<file path="config.mk">
export PLATFORM = sky130hd
export DESIGN_NAME = i2c_cfg_slave
export DESIGN_NICKNAME = d
export VERILOG_FILES = /design/src/core/i2c_cfg_pkg.sv /design/src/core/i2c_cfg_slave.sv /design/src/core/pin_sync.sv
export SDC_FILE = /design/constraint.sdc
export NUM_CORES = 1
export LEC_CHECK = 0
export ABC_AREA = 1
export ABC_CLOCK_PERIOD_IN_PS = 2750
export BUFFER_PORTS_ARGS = -buffer_cell sky130_fd_sc_hd__buf_4
export CAP_MARGIN = 20
export CORE_ASPECT_RATIO = 1.75
export CORE_UTILIZATION = 41
export DETAILED_ROUTE_END_ITERATION = 6
export GPL_ROUTABILITY_DRIVEN = 0
export PLACE_DENSITY_LB_ADDON = 0.15
export RECOVER_POWER = 50
export REMOVE_ABC_BUFFERS = 1
export SYNTH_ARGS = -nofsm -noshare
export SYNTH_HDL_FRONTEND = slang
export SYNTH_HIERARCHICAL = 1
export SYNTH_SLANG_ARGS = --single-unit
</file>
<file path="constraint.sdc">
create_clock -name sys_clk_in -period 2.75 [get_ports sys_clk_in]
set_clock_uncertainty 0.1 [all_clocks]
set_input_delay 0.1375 -clock sys_clk_in [delete_from_list [all_inputs] [get_ports sys_clk_in]]
set_output_delay 0.1375 -clock sys_clk_in [all_outputs]
set_load 0.05 [all_outputs]
</file>
<file path="src/core/i2c_cfg_pkg.sv">
// Constants, register map and state encoding for the configuration slave port.
// Assumes a 20 MHz system clock and a single host master on the two-wire bus.
package i2c_cfg_pkg;

    // Clock and bus timing
    localparam int CLK_HZ = 20_000_000;
    localparam int BIT_RATE_KBPS = 400;
    localparam int SCL_HIGH_MIN_NS = 600;
    localparam int SCL_HIGH_MIN_CYC = (SCL_HIGH_MIN_NS * (CLK_HZ / 1_000_000) + 999) / 1000;

    // Slave address, fixed upper part
    localparam logic [3:0] DEV_ADDR_FIXED = 4'hc;
    localparam logic [3:0] BITS_PER_BYTE = 4'h8;

    // Register indices
    localparam logic [3:0] IDX_STATUS = 4'h0;
    localparam logic [3:0] IDX_SETUP = 4'h1;
    localparam logic [3:0] IDX_CTRL1 = 4'h2;
    localparam logic [3:0] IDX_CTRL2 = 4'h3;
    localparam logic [3:0] IDX_LED_A_HI = 4'h4;
    localparam logic [3:0] IDX_LED_A_LO = 4'h5;
    localparam logic [3:0] IDX_LED_B_HI = 4'h6;
    localparam logic [3:0] IDX_LED_B_LO = 4'h7;
    localparam logic [3:0] IDX_PARITY = 4'h8;

    // Reset values, status then the stored registers 1 to 8
    localparam logic [7:0] RST_STATUS = 8'h00;
    localparam logic [7:0] REG_RESET [1:8] = '{8'h80, 8'h21, 8'h21, 8'h00, 8'h00, 8'h00, 8'h00, 8'h00};

    // Status bit positions
    localparam int ST_SUPPLY = 7;
    localparam int ST_TEMP = 5;
    localparam int ST_SIG = 4;
    localparam int ST_SUP = 3;
    localparam int ST_REG = 1;
    localparam int ST_PAR = 0;
    localparam logic [7:0] STATUS_USED_MASK = 8'hbb;

    // Restart-delay select bit in both control registers: 1 means latched
    localparam int CTRL_LATCH_BIT = 2;

    typedef enum logic [3:0] {
        ST_IDLE = 4'b0000,
        ST_ADDR = 4'b0001,
        ST_ADDR_ACK = 4'b0010,
        ST_INDEX = 4'b0011,
        ST_INDEX_ACK = 4'b0100,
        ST_WDATA = 4'b0101,
        ST_WACK = 4'b0110,
        ST_RDATA = 4'b0111,
        ST_RACK = 4'b1000
    } link_state_type;

endpackage : i2c_cfg_pkg

</file>
<file path="src/core/i2c_cfg_slave.sv">
// Two-wire configuration slave with fault status register and output protection latches.
// Assumes the host is sole master, drives SCL, and fault inputs are asynchronous levels.
// Functional notes
// - Fast-mode transfers up to 400 kbit/s.
// - SDA open drain only; SCL input only.
// - Idle by default; START enters, STOP leaves.
// - Bytes eight bits, MSB first.
// - First byte: 7-bit address plus direction.
// - Receiver acknowledges on ninth clock.
// - Device acknowledges every written byte.
// - Read: ack address, transmit; host acks.
// - Address upper four bits fixed 1100.
// - Low address bits from select pins.
// - Four-bit index selects the nine registers.
// - Fault sets status bit, interrupt while set.
// - Completed status read clears gone, prior faults.
// - Bit 7 supply low while switch enabled.
// - Bit 7 also on enable rise, transitions.
// - Status bits 6 and 2 read zero.
// - Bit 5 overtemperature, disables power outputs.
// - Bit 4 signal cut-off, latched disables output.
// - Bit 3 supply cut-off, latched disables output.
// - Bit 1 regulator low; bit 0 parity.
// - Any register access releases latched cut-offs.
`timescale 1ns/1ns
`default_nettype none
module i2c_cfg_slave (
    input wire logic sys_clk_in,
    input wire logic nrst_in,
    input wire logic scl_in,
    input wire logic sda_in,
    output logic sda_out,
    output logic sda_oe_out,
    input wire logic addr_select_bit0_in,
    input wire logic addr_select_bit1_in,
    input wire logic addr_select_bit2_in,
    input wire logic supply_switch_en_in,
    input wire logic supply_line_below_in,
    input wire logic supply_line_above_in,
    input wire logic supply_line_transition_in,
    input wire logic overtemp_in,
    input wire logic temp_restart_ok_in,
    input wire logic signal_cutoff_in,
    input wire logic signal_restart_done_in,
    input wire logic supply_cutoff_in,
    input wire logic supply_restart_done_in,
    input wire logic regulator_low_in,
    input wire logic parity_error_in,
    output logic irq_out,
    output logic power_disable_out,
    output logic signal_out_disable_out,
    output logic supply_out_disable_out,
    output logic [7:0] fault_status_out,
    output logic [7:0] output_stage_setup_out,
    output logic [7:0] signal_line_control_out,
    output logic [7:0] aux_line_control_out,
    output logic [7:0] led_a_pattern_high_out,
    output logic [7:0] led_a_pattern_low_out,
    output logic [7:0] led_b_pattern_high_out,
    output logic [7:0] led_b_pattern_low_out,
    output logic [7:0] parity_check_out
);

    localparam int SCL_HIGH_MIN = i2c_cfg_pkg::SCL_HIGH_MIN_CYC;

    logic scl_s;
    logic sda_s;
    logic [14:0] misc_s;
    logic sa0;
    logic sa1;
    logic sa2;
    logic sw_en;
    logic line_below;
    logic line_above;
    logic line_trans;
    logic hot;
    logic temp_ok;
    logic sig_cut;
    logic sig_done;
    logic sup_cut;
    logic sup_done;
    logic reg_low;
    logic par_err;

    // Bus lines and fault levels all come from outside the clock domain
    pin_sync #(.WIDTH(2), .INIT(2'h3)) u_bus_sync (
        .clk_in(sys_clk_in),
        .nrst_in(nrst_in),
        .pins_in({scl_in, sda_in}),
        .stable_out({scl_s, sda_s})
    );

    pin_sync #(.WIDTH(15), .INIT(15'h0000)) u_misc_sync (
        .clk_in(sys_clk_in),
        .nrst_in(nrst_in),
        .pins_in({addr_select_bit2_in, addr_select_bit1_in, addr_select_bit0_in, supply_switch_en_in,
                  supply_line_below_in, supply_line_above_in, supply_line_transition_in, overtemp_in,
                  temp_restart_ok_in, signal_cutoff_in, signal_restart_done_in, supply_cutoff_in,
                  supply_restart_done_in, regulator_low_in, parity_error_in}),
        .stable_out(misc_s)
    );

    assign {sa2, sa1, sa0, sw_en, line_below, line_above, line_trans, hot, temp_ok, sig_cut, sig_done,
            sup_cut, sup_done, reg_low, par_err} = misc_s;

    i2c_cfg_pkg::link_state_type state_q;
    logic scl_prev_q;
    logic sda_prev_q;
    logic [3:0] bit_cnt_q;
    logic [7:0] shift_q;
    logic [3:0] index_q;
    logic oe_q;
    logic [7:0] flags_q;
    logic [7:0] flags_d;
    logic [7:0] snap_q;
    logic sw_en_prev_q;
    logic irq_q;
    logic power_dis_q;
    logic sig_hold_q;
    logic sig_hold_d;
    logic sup_hold_q;
    logic sup_hold_d;
    logic [7:0] regs_q [1:8];

    // Bus events seen on the synchronised lines
    logic scl_rise;
    logic scl_fall;
    logic start_det;
    logic stop_det;
    logic byte_done;
    logic addr_match;
    logic [6:0] my_addr;
    assign scl_rise = scl_s & ~scl_prev_q;
    assign scl_fall = ~scl_s & scl_prev_q;
    assign start_det = scl_s & scl_prev_q & sda_prev_q & ~sda_s;
    assign stop_det = scl_s & scl_prev_q & ~sda_prev_q & sda_s;
    assign byte_done = scl_fall & (bit_cnt_q == i2c_cfg_pkg::BITS_PER_BYTE);
    assign my_addr = {i2c_cfg_pkg::DEV_ADDR_FIXED, sa2, sa1, sa0};
    assign addr_match = (shift_q[7:1] == my_addr);

    // Register selection; unmapped indices read as zero and ignore writes
    logic idx_stored;
    logic [7:0] rd_data;
    logic wr_pulse;
    logic rd_done;
    logic access;
    assign idx_stored = (index_q >= i2c_cfg_pkg::IDX_SETUP) && (index_q <= i2c_cfg_pkg::IDX_PARITY);
    assign rd_data = (index_q == i2c_cfg_pkg::IDX_STATUS) ? (flags_q & i2c_cfg_pkg::STATUS_USED_MASK) :
                     idx_stored ? regs_q[index_q] : 8'h00;
    assign wr_pulse = (state_q == i2c_cfg_pkg::ST_WDATA) && byte_done;
    assign rd_done = (state_q == i2c_cfg_pkg::ST_RACK) && scl_rise;
    assign access = wr_pulse | rd_done;

    // Serial engine; the protocol is paced by host SCL edges only
    always_ff @(posedge sys_clk_in or negedge nrst_in)
    begin
        if (!nrst_in)
        begin
            state_q <= i2c_cfg_pkg::ST_IDLE;
            scl_prev_q <= 1'b1;
            sda_prev_q <= 1'b1;
            bit_cnt_q <= 4'h0;
            shift_q <= 8'h00;
            index_q <= 4'h0;
            oe_q <= 1'b0;
            snap_q <= 8'h00;
        end
        else
        begin
            scl_prev_q <= scl_s;
            sda_prev_q <= sda_s;
            if (stop_det)
            begin
                state_q <= i2c_cfg_pkg::ST_IDLE;
                oe_q <= 1'b0;
            end
            else if (start_det)
            begin
                state_q <= i2c_cfg_pkg::ST_ADDR;
                bit_cnt_q <= 4'h0;
                oe_q <= 1'b0;
            end
            else
            begin
                case (state_q)
                    i2c_cfg_pkg::ST_ADDR, i2c_cfg_pkg::ST_INDEX, i2c_cfg_pkg::ST_WDATA:
                    begin
                        if (scl_rise)
                        begin
                            shift_q <= {shift_q[6:0], sda_s};
                            bit_cnt_q <= bit_cnt_q + 4'h1;
                        end
                        else if (byte_done)
                        begin
                            bit_cnt_q <= 4'h0;
                            if (state_q == i2c_cfg_pkg::ST_ADDR)
                            begin
                                // Foreign address: stay off the bus until the next START
                                state_q <= addr_match ? i2c_cfg_pkg::ST_ADDR_ACK : i2c_cfg_pkg::ST_IDLE;
                                oe_q <= addr_match;
                                index_q <= (addr_match && !shift_q[0]) ? i2c_cfg_pkg::IDX_STATUS : index_q;
                            end
                            else if (state_q == i2c_cfg_pkg::ST_INDEX)
                            begin
                                index_q <= shift_q[3:0];
                                state_q <= i2c_cfg_pkg::ST_INDEX_ACK;
                                oe_q <= 1'b1;
                            end
                            else
                            begin
                                state_q <= i2c_cfg_pkg::ST_WACK;
                                oe_q <= 1'b1;
                            end
                        end
                    end
                    i2c_cfg_pkg::ST_ADDR_ACK:
                    begin
                        if (scl_fall && shift_q[0])
                        begin
                            // Slave becomes transmitter after its own acknowledge
                            state_q <= i2c_cfg_pkg::ST_RDATA;
                            shift_q <= rd_data;
                            snap_q <= flags_q;
                            oe_q <= ~rd_data[7];
                            bit_cnt_q <= 4'h1;
                        end
                        else if (scl_fall)
                        begin
                            state_q <= i2c_cfg_pkg::ST_INDEX;
                            oe_q <= 1'b0;
                        end
                    end
                    i2c_cfg_pkg::ST_INDEX_ACK, i2c_cfg_pkg::ST_WACK:
                    begin
                        if (scl_fall)
                        begin
                            state_q <= i2c_cfg_pkg::ST_WDATA;
                            oe_q <= 1'b0;
                        end
                    end
                    i2c_cfg_pkg::ST_RDATA:
                    begin
                        if (byte_done)
                        begin
                            state_q <= i2c_cfg_pkg::ST_RACK;
                            oe_q <= 1'b0;
                        end
                        else if (scl_fall)
                        begin
                            shift_q <= {shift_q[6:0], 1'b0};
                            oe_q <= ~shift_q[6];
                            bit_cnt_q <= bit_cnt_q + 4'h1;
                        end
                    end
                    i2c_cfg_pkg::ST_RACK:
                    begin
                        if (rd_done)
                        begin
                            // Host not-acknowledge ends the read; return to idle until the next START
                            shift_q <= {7'h00, sda_s};
                        end
                        else if (scl_fall && !shift_q[0])
                        begin
                            state_q <= i2c_cfg_pkg::ST_RDATA;
                            shift_q <= rd_data;
                            snap_q <= flags_q;
                            oe_q <= ~rd_data[7];
                            bit_cnt_q <= 4'h1;
                        end
                        else if (scl_fall)
                        begin
                            state_q <= i2c_cfg_pkg::ST_IDLE;
                        end
                    end
                    default:
                    begin
                        oe_q <= 1'b0;
                    end
                endcase
            end
        end
    end

    // Stored registers; writes to status or unmapped indices are dropped
    always_ff @(posedge sys_clk_in or negedge nrst_in)
    begin
        if (!nrst_in)
        begin
            for (int i = 1; i <= 8; i++)
            begin
                regs_q[i] <= i2c_cfg_pkg::REG_RESET[i];
            end
        end
        else if (wr_pulse && idx_stored)
        begin
            regs_q[index_q] <= shift_q;
        end
    end

    // Fault sources and conditions still present
    logic latched_sig;
    logic latched_sup;
    logic [7:0] set_vec;
    logic [7:0] present_vec;
    logic [7:0] clr_vec;
    assign latched_sig = regs_q[i2c_cfg_pkg::IDX_CTRL1][i2c_cfg_pkg::CTRL_LATCH_BIT];
    assign latched_sup = regs_q[i2c_cfg_pkg::IDX_CTRL2][i2c_cfg_pkg::CTRL_LATCH_BIT];
    assign set_vec = {(line_below & sw_en) | (sw_en & ~sw_en_prev_q) | line_trans,
                      1'b0, hot, sig_cut, sup_cut, 1'b0, reg_low, par_err};
    assign present_vec = {~line_above, 1'b0, ~temp_ok, ~(sig_done | latched_sig), ~(sup_done | latched_sup),
                          1'b0, reg_low, par_err};
    assign clr_vec = (rd_done && index_q == i2c_cfg_pkg::IDX_STATUS) ? (snap_q & ~present_vec) : 8'h00;

    // A new fault beats a clear in the same cycle
    assign flags_d = ((flags_q & ~clr_vec) | set_vec) & i2c_cfg_pkg::STATUS_USED_MASK;
    assign sig_hold_d = (sig_hold_q & ~access) | (sig_cut & latched_sig);
    assign sup_hold_d = (sup_hold_q & ~access) | (sup_cut & latched_sup);

    // Status flags and the outputs they steer
    always_ff @(posedge sys_clk_in or negedge nrst_in)
    begin
        if (!nrst_in)
        begin
            flags_q <= i2c_cfg_pkg::RST_STATUS;
            sw_en_prev_q <= 1'b0;
            irq_q <= 1'b0;
            power_dis_q <= 1'b0;
            sig_hold_q <= 1'b0;
            sup_hold_q <= 1'b0;
        end
        else
        begin
            flags_q <= flags_d;
            sw_en_prev_q <= sw_en;
            irq_q <= |flags_d;
            power_dis_q <= flags_d[i2c_cfg_pkg::ST_TEMP];
            sig_hold_q <= sig_hold_d;
            sup_hold_q <= sup_hold_d;
        end
    end

    // Outputs straight from flops; SDA only ever pulls low
    assign sda_out = 1'b0;
    assign sda_oe_out = oe_q;
    assign irq_out = irq_q;
    assign power_disable_out = power_dis_q;
    assign signal_out_disable_out = sig_hold_q;
    assign supply_out_disable_out = sup_hold_q;
    assign fault_status_out = flags_q;
    assign output_stage_setup_out = regs_q[i2c_cfg_pkg::IDX_SETUP];
    assign signal_line_control_out = regs_q[i2c_cfg_pkg::IDX_CTRL1];
    assign aux_line_control_out = regs_q[i2c_cfg_pkg::IDX_CTRL2];
    assign led_a_pattern_high_out = regs_q[i2c_cfg_pkg::IDX_LED_A_HI];
    assign led_a_pattern_low_out = regs_q[i2c_cfg_pkg::IDX_LED_A_LO];
    assign led_b_pattern_high_out = regs_q[i2c_cfg_pkg::IDX_LED_B_HI];
    assign led_b_pattern_low_out = regs_q[i2c_cfg_pkg::IDX_LED_B_LO];
    assign parity_check_out = regs_q[i2c_cfg_pkg::IDX_PARITY];

    // Checks on the serial engine and status logic
    logic [4:0] high_cnt_q;
    always_ff @(posedge sys_clk_in or negedge nrst_in)
    begin
        if (!nrst_in)
        begin
            high_cnt_q <= 5'h00;
        end
        else
        begin
            high_cnt_q <= scl_s ? ((high_cnt_q == 5'h1f) ? high_cnt_q : high_cnt_q + 5'h01) : 5'h00;
        end
    end

    start_enter_a: assert property (@(posedge sys_clk_in) disable iff (!nrst_in)
        start_det && !stop_det |=> state_q == i2c_cfg_pkg::ST_ADDR && !oe_q)
        else $error("START did not enter address phase");
    stop_idle_a: assert property (@(posedge sys_clk_in) disable iff (!nrst_in)
        stop_det |=> state_q == i2c_cfg_pkg::ST_IDLE ##1 !oe_q)
        else $error("STOP did not return to idle");
    addr_ack_a: assert property (@(posedge sys_clk_in) disable iff (!nrst_in)
        state_q == i2c_cfg_pkg::ST_ADDR && byte_done && !start_det && !stop_det |=> oe_q == $past(addr_match))
        else $error("Address acknowledge wrong");
    write_ack_a: assert property (@(posedge sys_clk_in) disable iff (!nrst_in)
        wr_pulse && !start_det && !stop_det |=> oe_q && state_q == i2c_cfg_pkg::ST_WACK)
        else $error("Written byte not acknowledged");
    irq_follow_a: assert property (@(posedge sys_clk_in) disable iff (!nrst_in)
        ##1 irq_out == ($past(flags_d) != 8'h00))
        else $error("Interrupt does not follow status");
    unused_zero_a: assert property (@(posedge sys_clk_in) disable iff (!nrst_in)
        !fault_status_out[6] && !fault_status_out[2])
        else $error("Unused status bit set");
    temp_disable_a: assert property (@(posedge sys_clk_in) disable iff (!nrst_in)
        hot |=> power_disable_out && fault_status_out[i2c_cfg_pkg::ST_TEMP])
        else $error("Overtemperature did not disable power");
    read_clear_a: assert property (@(posedge sys_clk_in) disable iff (!nrst_in)
        rd_done && index_q == i2c_cfg_pkg::IDX_STATUS && snap_q[i2c_cfg_pkg::ST_REG] && !reg_low
        |=> !fault_status_out[i2c_cfg_pkg::ST_REG])
        else $error("Status read did not clear gone fault");
    latch_release_a: assert property (@(posedge sys_clk_in) disable iff (!nrst_in)
        access && !sig_cut |=> !signal_out_disable_out)
        else $error("Register access did not release latch");
    scl_high_a: assert property (@(posedge sys_clk_in) disable iff (!nrst_in)
        scl_fall && state_q != i2c_cfg_pkg::ST_IDLE |-> high_cnt_q >= 5'(SCL_HIGH_MIN - 4))
        else $error("SCL high phase shorter than fast mode allows");

    read_seen_c: cover property (@(posedge sys_clk_in) disable iff (!nrst_in) rd_done);
    write_seen_c: cover property (@(posedge sys_clk_in) disable iff (!nrst_in) wr_pulse && idx_stored);
    clear_seen_c: cover property (@(posedge sys_clk_in) disable iff (!nrst_in) clr_vec != 8'h00);
    latch_seen_c: cover property (@(posedge sys_clk_in) disable iff (!nrst_in) sig_hold_q ##1 !sig_hold_q);

endmodule : i2c_cfg_slave
`default_nettype wire

</file>
<file path="src/core/pin_sync.sv">
// Three-stage synchroniser for a group of pins from outside the clock domain.
// Assumes each bit is slow against the clock; the output follows once stages two and three agree.
`timescale 1ns/1ns
`default_nettype none
module pin_sync #(
    parameter int WIDTH = 1,
    parameter logic [WIDTH-1:0] INIT = '0
) (
    input wire logic clk_in,
    input wire logic nrst_in,
    input wire logic [WIDTH-1:0] pins_in,
    output logic [WIDTH-1:0] stable_out
);

    logic [WIDTH-1:0] s1_q;
    logic [WIDTH-1:0] s2_q;
    logic [WIDTH-1:0] s3_q;
    logic [WIDTH-1:0] stable_q;
    logic [WIDTH-1:0] agree;

    // Bitwise agreement of the two settled stages
    assign agree = ~(s2_q ^ s3_q);
    assign stable_out = stable_q;

    // Stage one is read by stage two only
    always_ff @(posedge clk_in or negedge nrst_in)
    begin
        if (!nrst_in)
        begin
            s1_q <= INIT;
            s2_q <= INIT;
            s3_q <= INIT;
            stable_q <= INIT;
        end
        else
        begin
            s1_q <= pins_in;
            s2_q <= s1_q;
            s3_q <= s2_q;
            stable_q <= (stable_q & ~agree) | (s3_q & agree);
        end
    end

endmodule : pin_sync
`default_nettype wire

</file>
---- Yosys cells after proc, flatten, opt, wreduce, memory -nomap -nowiden ----
Cells that the tools add are included.
Widths: inputs -> output; s select.
storage, ports and cells
  bits in registers ....................... 174
  word-level logic and storage cells ...... 206
cells by class
  reductions and logical operators ........ 25
  equal/unequal tests ..................... 33
  mux-type cells .......................... 59
  bitwise logic cells ..................... 54
  $add $sub $neg .......................... 1
  $lt $le $gt $ge ......................... 4
operator list
  cell                number
  $mux 8              15
  $mux 4              22
  $bwmux 64           1
  $bmux 8 s4          1
  $demux 8 s4         1
  $pmux 8 s4          1
  $and 15x15->15      2
  $not 15->15         2
  $ne 4x4->1 const B  6
  $reduce_and 8->1    3
  $pmux 4 s5          1
  $and 8x8->8         2
  $eq 4x3->1 const B  4
  $not 8->8           2
  $pmux 4 s4          1
  $pmux 8 s2          1
  $not 1->1           15
  $or 15x15->15       1
  $xor 15x15->15      1
  $and 1x1->1         14
  $ne 3x3->1 const B  4
  $mux 1              11
  $ne 2x2->1 const B  5
  $ne 5x5->1 const B  2
  36 further kinds    58

---- Logic depth before layout (Yosys ltp) ----
  depth in word-level cells ............... 12
  mapped depth ............................ 13
  mapped depth without buffers ............ 12

---- By module ----
The synthesis kept the hierarchy.
by module, submodules not included
  module                  times used  cells an instance  seq. area each (um^2)  area each (um^2)
  i2c_cfg_slave           1           734                2586.2                 5461.5
  pin_sync (u_misc_sync)  1           120                1501.4                 1745.4
  pin_sync (u_bus_sync)   1           16                 210.2                  242.7

---- Worst setup path after synthesis ----
No wires, ideal clock.
  path type ............................... flip-flop to flip-flop
  from .................................... reg bit_cnt_q[0]
  to ...................................... reg regs_q (netlist bit led_a_pattern_high_out[0])
  required time ........................... 2532 ps
  path buffers ............................ 1
  arrival ................................. 1505 ps
  stages on the path, launching flop included .. 11
  period minus slack after synthesis ...... 1723 ps
  setup slack ............................. 1027 ps
  path through ............................ dfrtp_1 > inv_1 > ha_1 > nand3_1 > nor2_4 > nand2_2 > nor2_4 > nand2_2 > buf_6 > a21oi_1 > inv_1
between the ends
  cells in the longest elaborated chain, start to end .. 4
RTL lines
  element                          line                  source
  from (decl)                      i2c_cfg_slave.sv:109  logic [3:0] bit_cnt_q;
  from (signal assigned)           i2c_cfg_slave.sv:191  bit_cnt_q <= bit_cnt_q + 4'h1;
  from (signal assigned)           i2c_cfg_slave.sv:252  bit_cnt_q <= bit_cnt_q + 4'h1;
  $eq 4x4->1                       i2c_cfg_slave.sv:137  assign byte_done = scl_fall & (bit_cnt_q == i2c_cfg_pkg::BITS_PER_BYTE);
  $and 1x1->1                      i2c_cfg_slave.sv:137
  $logic_and 1x1->1                i2c_cfg_slave.sv:150  assign wr_pulse = (state_q == i2c_cfg_pkg::ST_WDATA) && byte_done;
  $logic_and 1x1->1                i2c_cfg_slave.sv:294  else if (wr_pulse && idx_stored)
  to (signal, indexed assignment)  i2c_cfg_slave.sv:291  regs_q[i] <= i2c_cfg_pkg::REG_RESET[i];
  to (signal, indexed assignment)  i2c_cfg_slave.sv:296  regs_q[index_q] <= shift_q;
  to (decl)                        i2c_cfg_slave.sv:123  logic [7:0] regs_q [1:8];
Every way passes these cells.
A chain may end at the register's enable or synchronous reset.

---- Final worst setup path ----
  from .................................... reg index_q[1]
  to ...................................... reg shift_q[1]
between the ends
  cells in the longest elaborated chain, start to end .. 9
RTL lines
  element                                    line                  source
  from (decl)                                i2c_cfg_slave.sv:111  logic [3:0] index_q;
  from (signal assigned)                     i2c_cfg_slave.sv:201  index_q <= (addr_match && !shift_q[0]) ? i2c_cfg_pkg::IDX_STATUS : index_q;
  from (signal assigned)                     i2c_cfg_slave.sv:205  index_q <= shift_q[3:0];
  $not 4->5 (not written as such)            i2c_cfg_slave.sv:149  idx_stored ? regs_q[index_q] : 8'h00;
  $bmux 8 s4                                 i2c_cfg_slave.sv:149
  $mux 8 (not written as such) (2 in a row)  i2c_cfg_slave.sv:149
  $mux 8                                     i2c_cfg_slave.sv:149
  $mux 8 *                                   i2c_cfg_slave.sv:148  assign rd_data = (index_q == i2c_cfg_pkg::IDX_STATUS) ? (flags_q & i2c_cfg_pkg::STATUS_USED_MASK) :
  $mux 8                                     i2c_cfg_slave.sv:262  else if (scl_fall && !shift_q[0])
  $mux 8                                     i2c_cfg_slave.sv:257  if (rd_done)
  $pmux 8 s4 *                               i2c_cfg_slave.sv:185  case (state_q)
  to (signal assigned)                       i2c_cfg_slave.sv:190  shift_q <= {shift_q[6:0], sda_s};
  to (signal assigned)                       i2c_cfg_slave.sv:260  shift_q <= {7'h00, sda_s};
  to (signal assigned)                       i2c_cfg_slave.sv:265  shift_q <= rd_data;
  to (decl)                                  i2c_cfg_slave.sv:110  logic [7:0] shift_q;
Every way passes the cells marked *; elsewhere a longest branch is shown, timed or not. The select of a mux whose other input is x is not followed.

==> impl_metrics.ini <==
[min_path]
min-delay-start = u_misc_sync/s1_q[1]
hold_path_depth = 0
min_path_type = reg -> reg
whs_endpoint = u_misc_sync/s2_q[1]

[sta]
finalMaxSlewViolations = 0
hold_viol = 0
worstMarginPinSlew_ns = 1.39
rsz0062_at_grt = no
max_freq_mhz = 425
setup_viol = 0
period_minus_slack_ns = 2.36
finalSetupTns_ns = 0
fin_ws_ns = 0.395
period_share_pct = 85.6
slew_headroom_pct = 7.03

[synth]
syn_avg_cell_area_um2 = 8.56
yosysUniqueCellTypes = 36
ys_ff_latch = 171
synthCells = 870
yosysSeqAreaShare_pct = 57.7
synth_warnings = 6
syn_area_mm2 = 0.00745

[final_layout]
nFillCells = 1739
nets = 1008
diodes = 0
layout-drive-gt1-share_pct = 19.4
areaGrowthSynthToFinish_pct = 23.1

[worst_setup_path]
cp.arrival_ns = 2.58
crit_path_end_kind = flip-flop
reg2reg_to = shift_q[1]
r2r_slack_ns = 0.39
timing.rr.start = index_q[1]
crit_fanout = 16
crit_type = reg -> reg
start_kind = flip-flop
rr_worst_depth = 9
critical_path_required_ns = 2.98

[clock_tree]
htree_levels = 4
clk_latency_ns = 0.43
clock-sinks = 171
path_clk_slew_ns = 0.07
cts_root_buf = clkbuf_16
cts_tree = built
numCtsBuffers = 17
clock_path_buffers = 2
postCtsSetupBuffers = 0

[grt]
track_usage_pct = 21.8
overflow = 0
grt_pass1_vias = 5810
grt_pass1_wl_um = 31400
antenna_found_initial = 0
grt_max_degree = 62

[route]
avgRoutedWirePerCell_um = 15.9
wl_um = 19600
vias = 6065
drc_errors = 0
first_pass_iters = 5
antenna_left = 0
vias_per_cell = 4.93
drt_iter0_markers = 325

[run]
drv_cap = 0

[floorplan]
start_util_pct = 42.3
core_area_mm2 = 0.0176
ioPinCount = 97
die_x_um = 104
die_area_mm2 = 0.0187
row_count = 64
dieHeight_um = 180

[power]
power.density_mw_per_mm2 = 785
power_uw = 7200
ir_drop_v = 0.000443
p_leak_uw = 0.00467

[run_status]
status = finished, final reports clean

[place]
port_buffers = 93
pre_cts_slack_ns = 0.422
dp_hpwl_um = 14000
placed cells by master, fill, tap and decap left out, drive strengths merged:
master,synthesis,layout
a21oi,38,38
o21bai,1,1
dfstp,15,15
dlygate4sd3,0,18
o21ai,89,89
nand3b,3,3
nand3,54,54
nor3,5,5
ha,2,2
xor2,2,2
nor2,101,101
a32o,1,1
nand2,252,252
nand4,7,7
o211ai,3,3
buf,18,79
inv,110,115
a21o,2,2
clkinvlp,0,1
conb,1,3
clkinv,2,5
dfrtp,156,156
or2,6,6
clkbuf,1,41
a31oi,1,1
routing by layer:
layer	part of all wire [%]	GRT usage, %	wire length (um)
met1	43	27.2	8340
met2	51	37.7	10000
met3	4.0	3.29	787
met4	2.3	8.80	452
met5	0	0	0
power breakdown:
part / leakage (uW) / internal, uW / switching [uW] / total, uW
logic: 0.00225 / 526 / 1260 / 1790
clock network: 0.000303 / 1400 / 1040 / 2440
registers: 0.00212 / 2750 / 226 / 2970
area by class of cell:
class / count / area [um2] / area share [%]
clock buffer: 23 / 542 / 5.91
timing repair buffer: 115 / 931 / 10.2
tap: 231 / 289 / 3.15
clock inverter: 9 / 68.8 / 0.750
inverter: 112 / 423 / 4.61
sequential: 171 / 4300 / 46.9
multi-input combinational: 570 / 2620 / 28.6
timing repair:
item | CTS | global route
endpoints found under the setup margin | 0 | 0
endpoints found under the hold margin | 68 | 0
gates resized for setup | 0 | 0
hold buffers | 18 | 0
worst max path at each step:
stage / to / from / slack, ns
floorplan: state_q[1] / flip-flop / 0.97
global route: shift_q[5] / index_q[1] / 0.20
finish: shift_q[1] / index_q[1] / 0.39
detailed placement: shift_q[5] / index_q[1] / 0.42
CTS: shift_q[5] / index_q[1] / 0.38
global placement: shift_q[1] / index_q[1] / 0.40
kinds of logic (layout without fill, tap and decap cells):
kind of cell,Yosys count,in the layout,share of synthesized area (%)
other,1,3,0.0503
XOR/XNOR,2,2,0.235
adder cells (fa/ha/maj),2,2,0.336
AND/OR/NAND/NOR,428,428,24.9
AO/OA/AOI/OAI,135,135,9.51
flip-flops,171,171,57.7
buffers and inverters,131,259,7.24
metrics by stage:
step,std cells,instance area [um2],hold slack [ns],util [%]
floorplan,853,7340,-0.258,-
global placement,1181,8390,0.0312,47.6
detailed placement,1181,8390,0.0348,47.6
CTS,1231,9180,0.148,52.1
global route,1231,9170,0.252,52.1
finish,1231,9170,0.249,52.1
synth_stat cells:
cell type	n	area share, %
a31oi_1	1	0.084
inv_2	11	0.55
xor2_1	2	0.24
clkinv_1	2	0.10
nand3b_1	3	0.30
clkbuf_2	1	0.067
a21oi_2	2	0.24
nor2_2	7	0.59
a21oi_1	36	2.4
a32o_1	1	0.13
or2_2	6	0.50
dfstp_2	15	5.3
o211ai_1	3	0.30
inv_4	1	0.084
nor3_1	2	0.13
nor2_4	6	0.91
o21ai_0	55	3.7
ha_1	2	0.34
nand2_1	238	12
a21o_1	2	0.20
nand3_1	51	3.4
o21ai_1	33	2.2
nor3_4	1	0.22
buf_2	11	0.74
o21ai_2	1	0.12
nand2_2	14	1.2
inv_1	98	4.9
nor3_2	2	0.27
o21bai_1	1	0.10
dfrtp_1	156	52
buf_6	1	0.15
nor2_1	88	4.4
conb_1	1	0.050
nand3_2	3	0.40
nand4_1	7	0.59
buf_4	6	0.60
flip-flops by register name, summed over array words and instances (netlist names), 8 cells and up, named ones only:
name,count
aux_line_control_out,8
led_a_pattern_high_out,8
output_stage_setup_out,8
parity_check_out,8
u_misc_sync/s2_q,15
led_a_pattern_low_out,8
u_misc_sync/s3_q,15
led_b_pattern_low_out,8
u_misc_sync/s1_q,15
signal_line_control_out,8
shift_q,8
led_b_pattern_high_out,8
worst max-delay path, cell delays in order (launching register included):
cell and delay [ns]:
dfrtp_1 0.70, nand2_1 0.37, inv_1 0.39, nand2_1 0.09
o211ai_1 0.14, nand3_1 0.17, nand2_1 0.09, nand3_1 0.07
nand2_1 0.09, inv_1 0.04
Power figures use the tool's default switching activity.
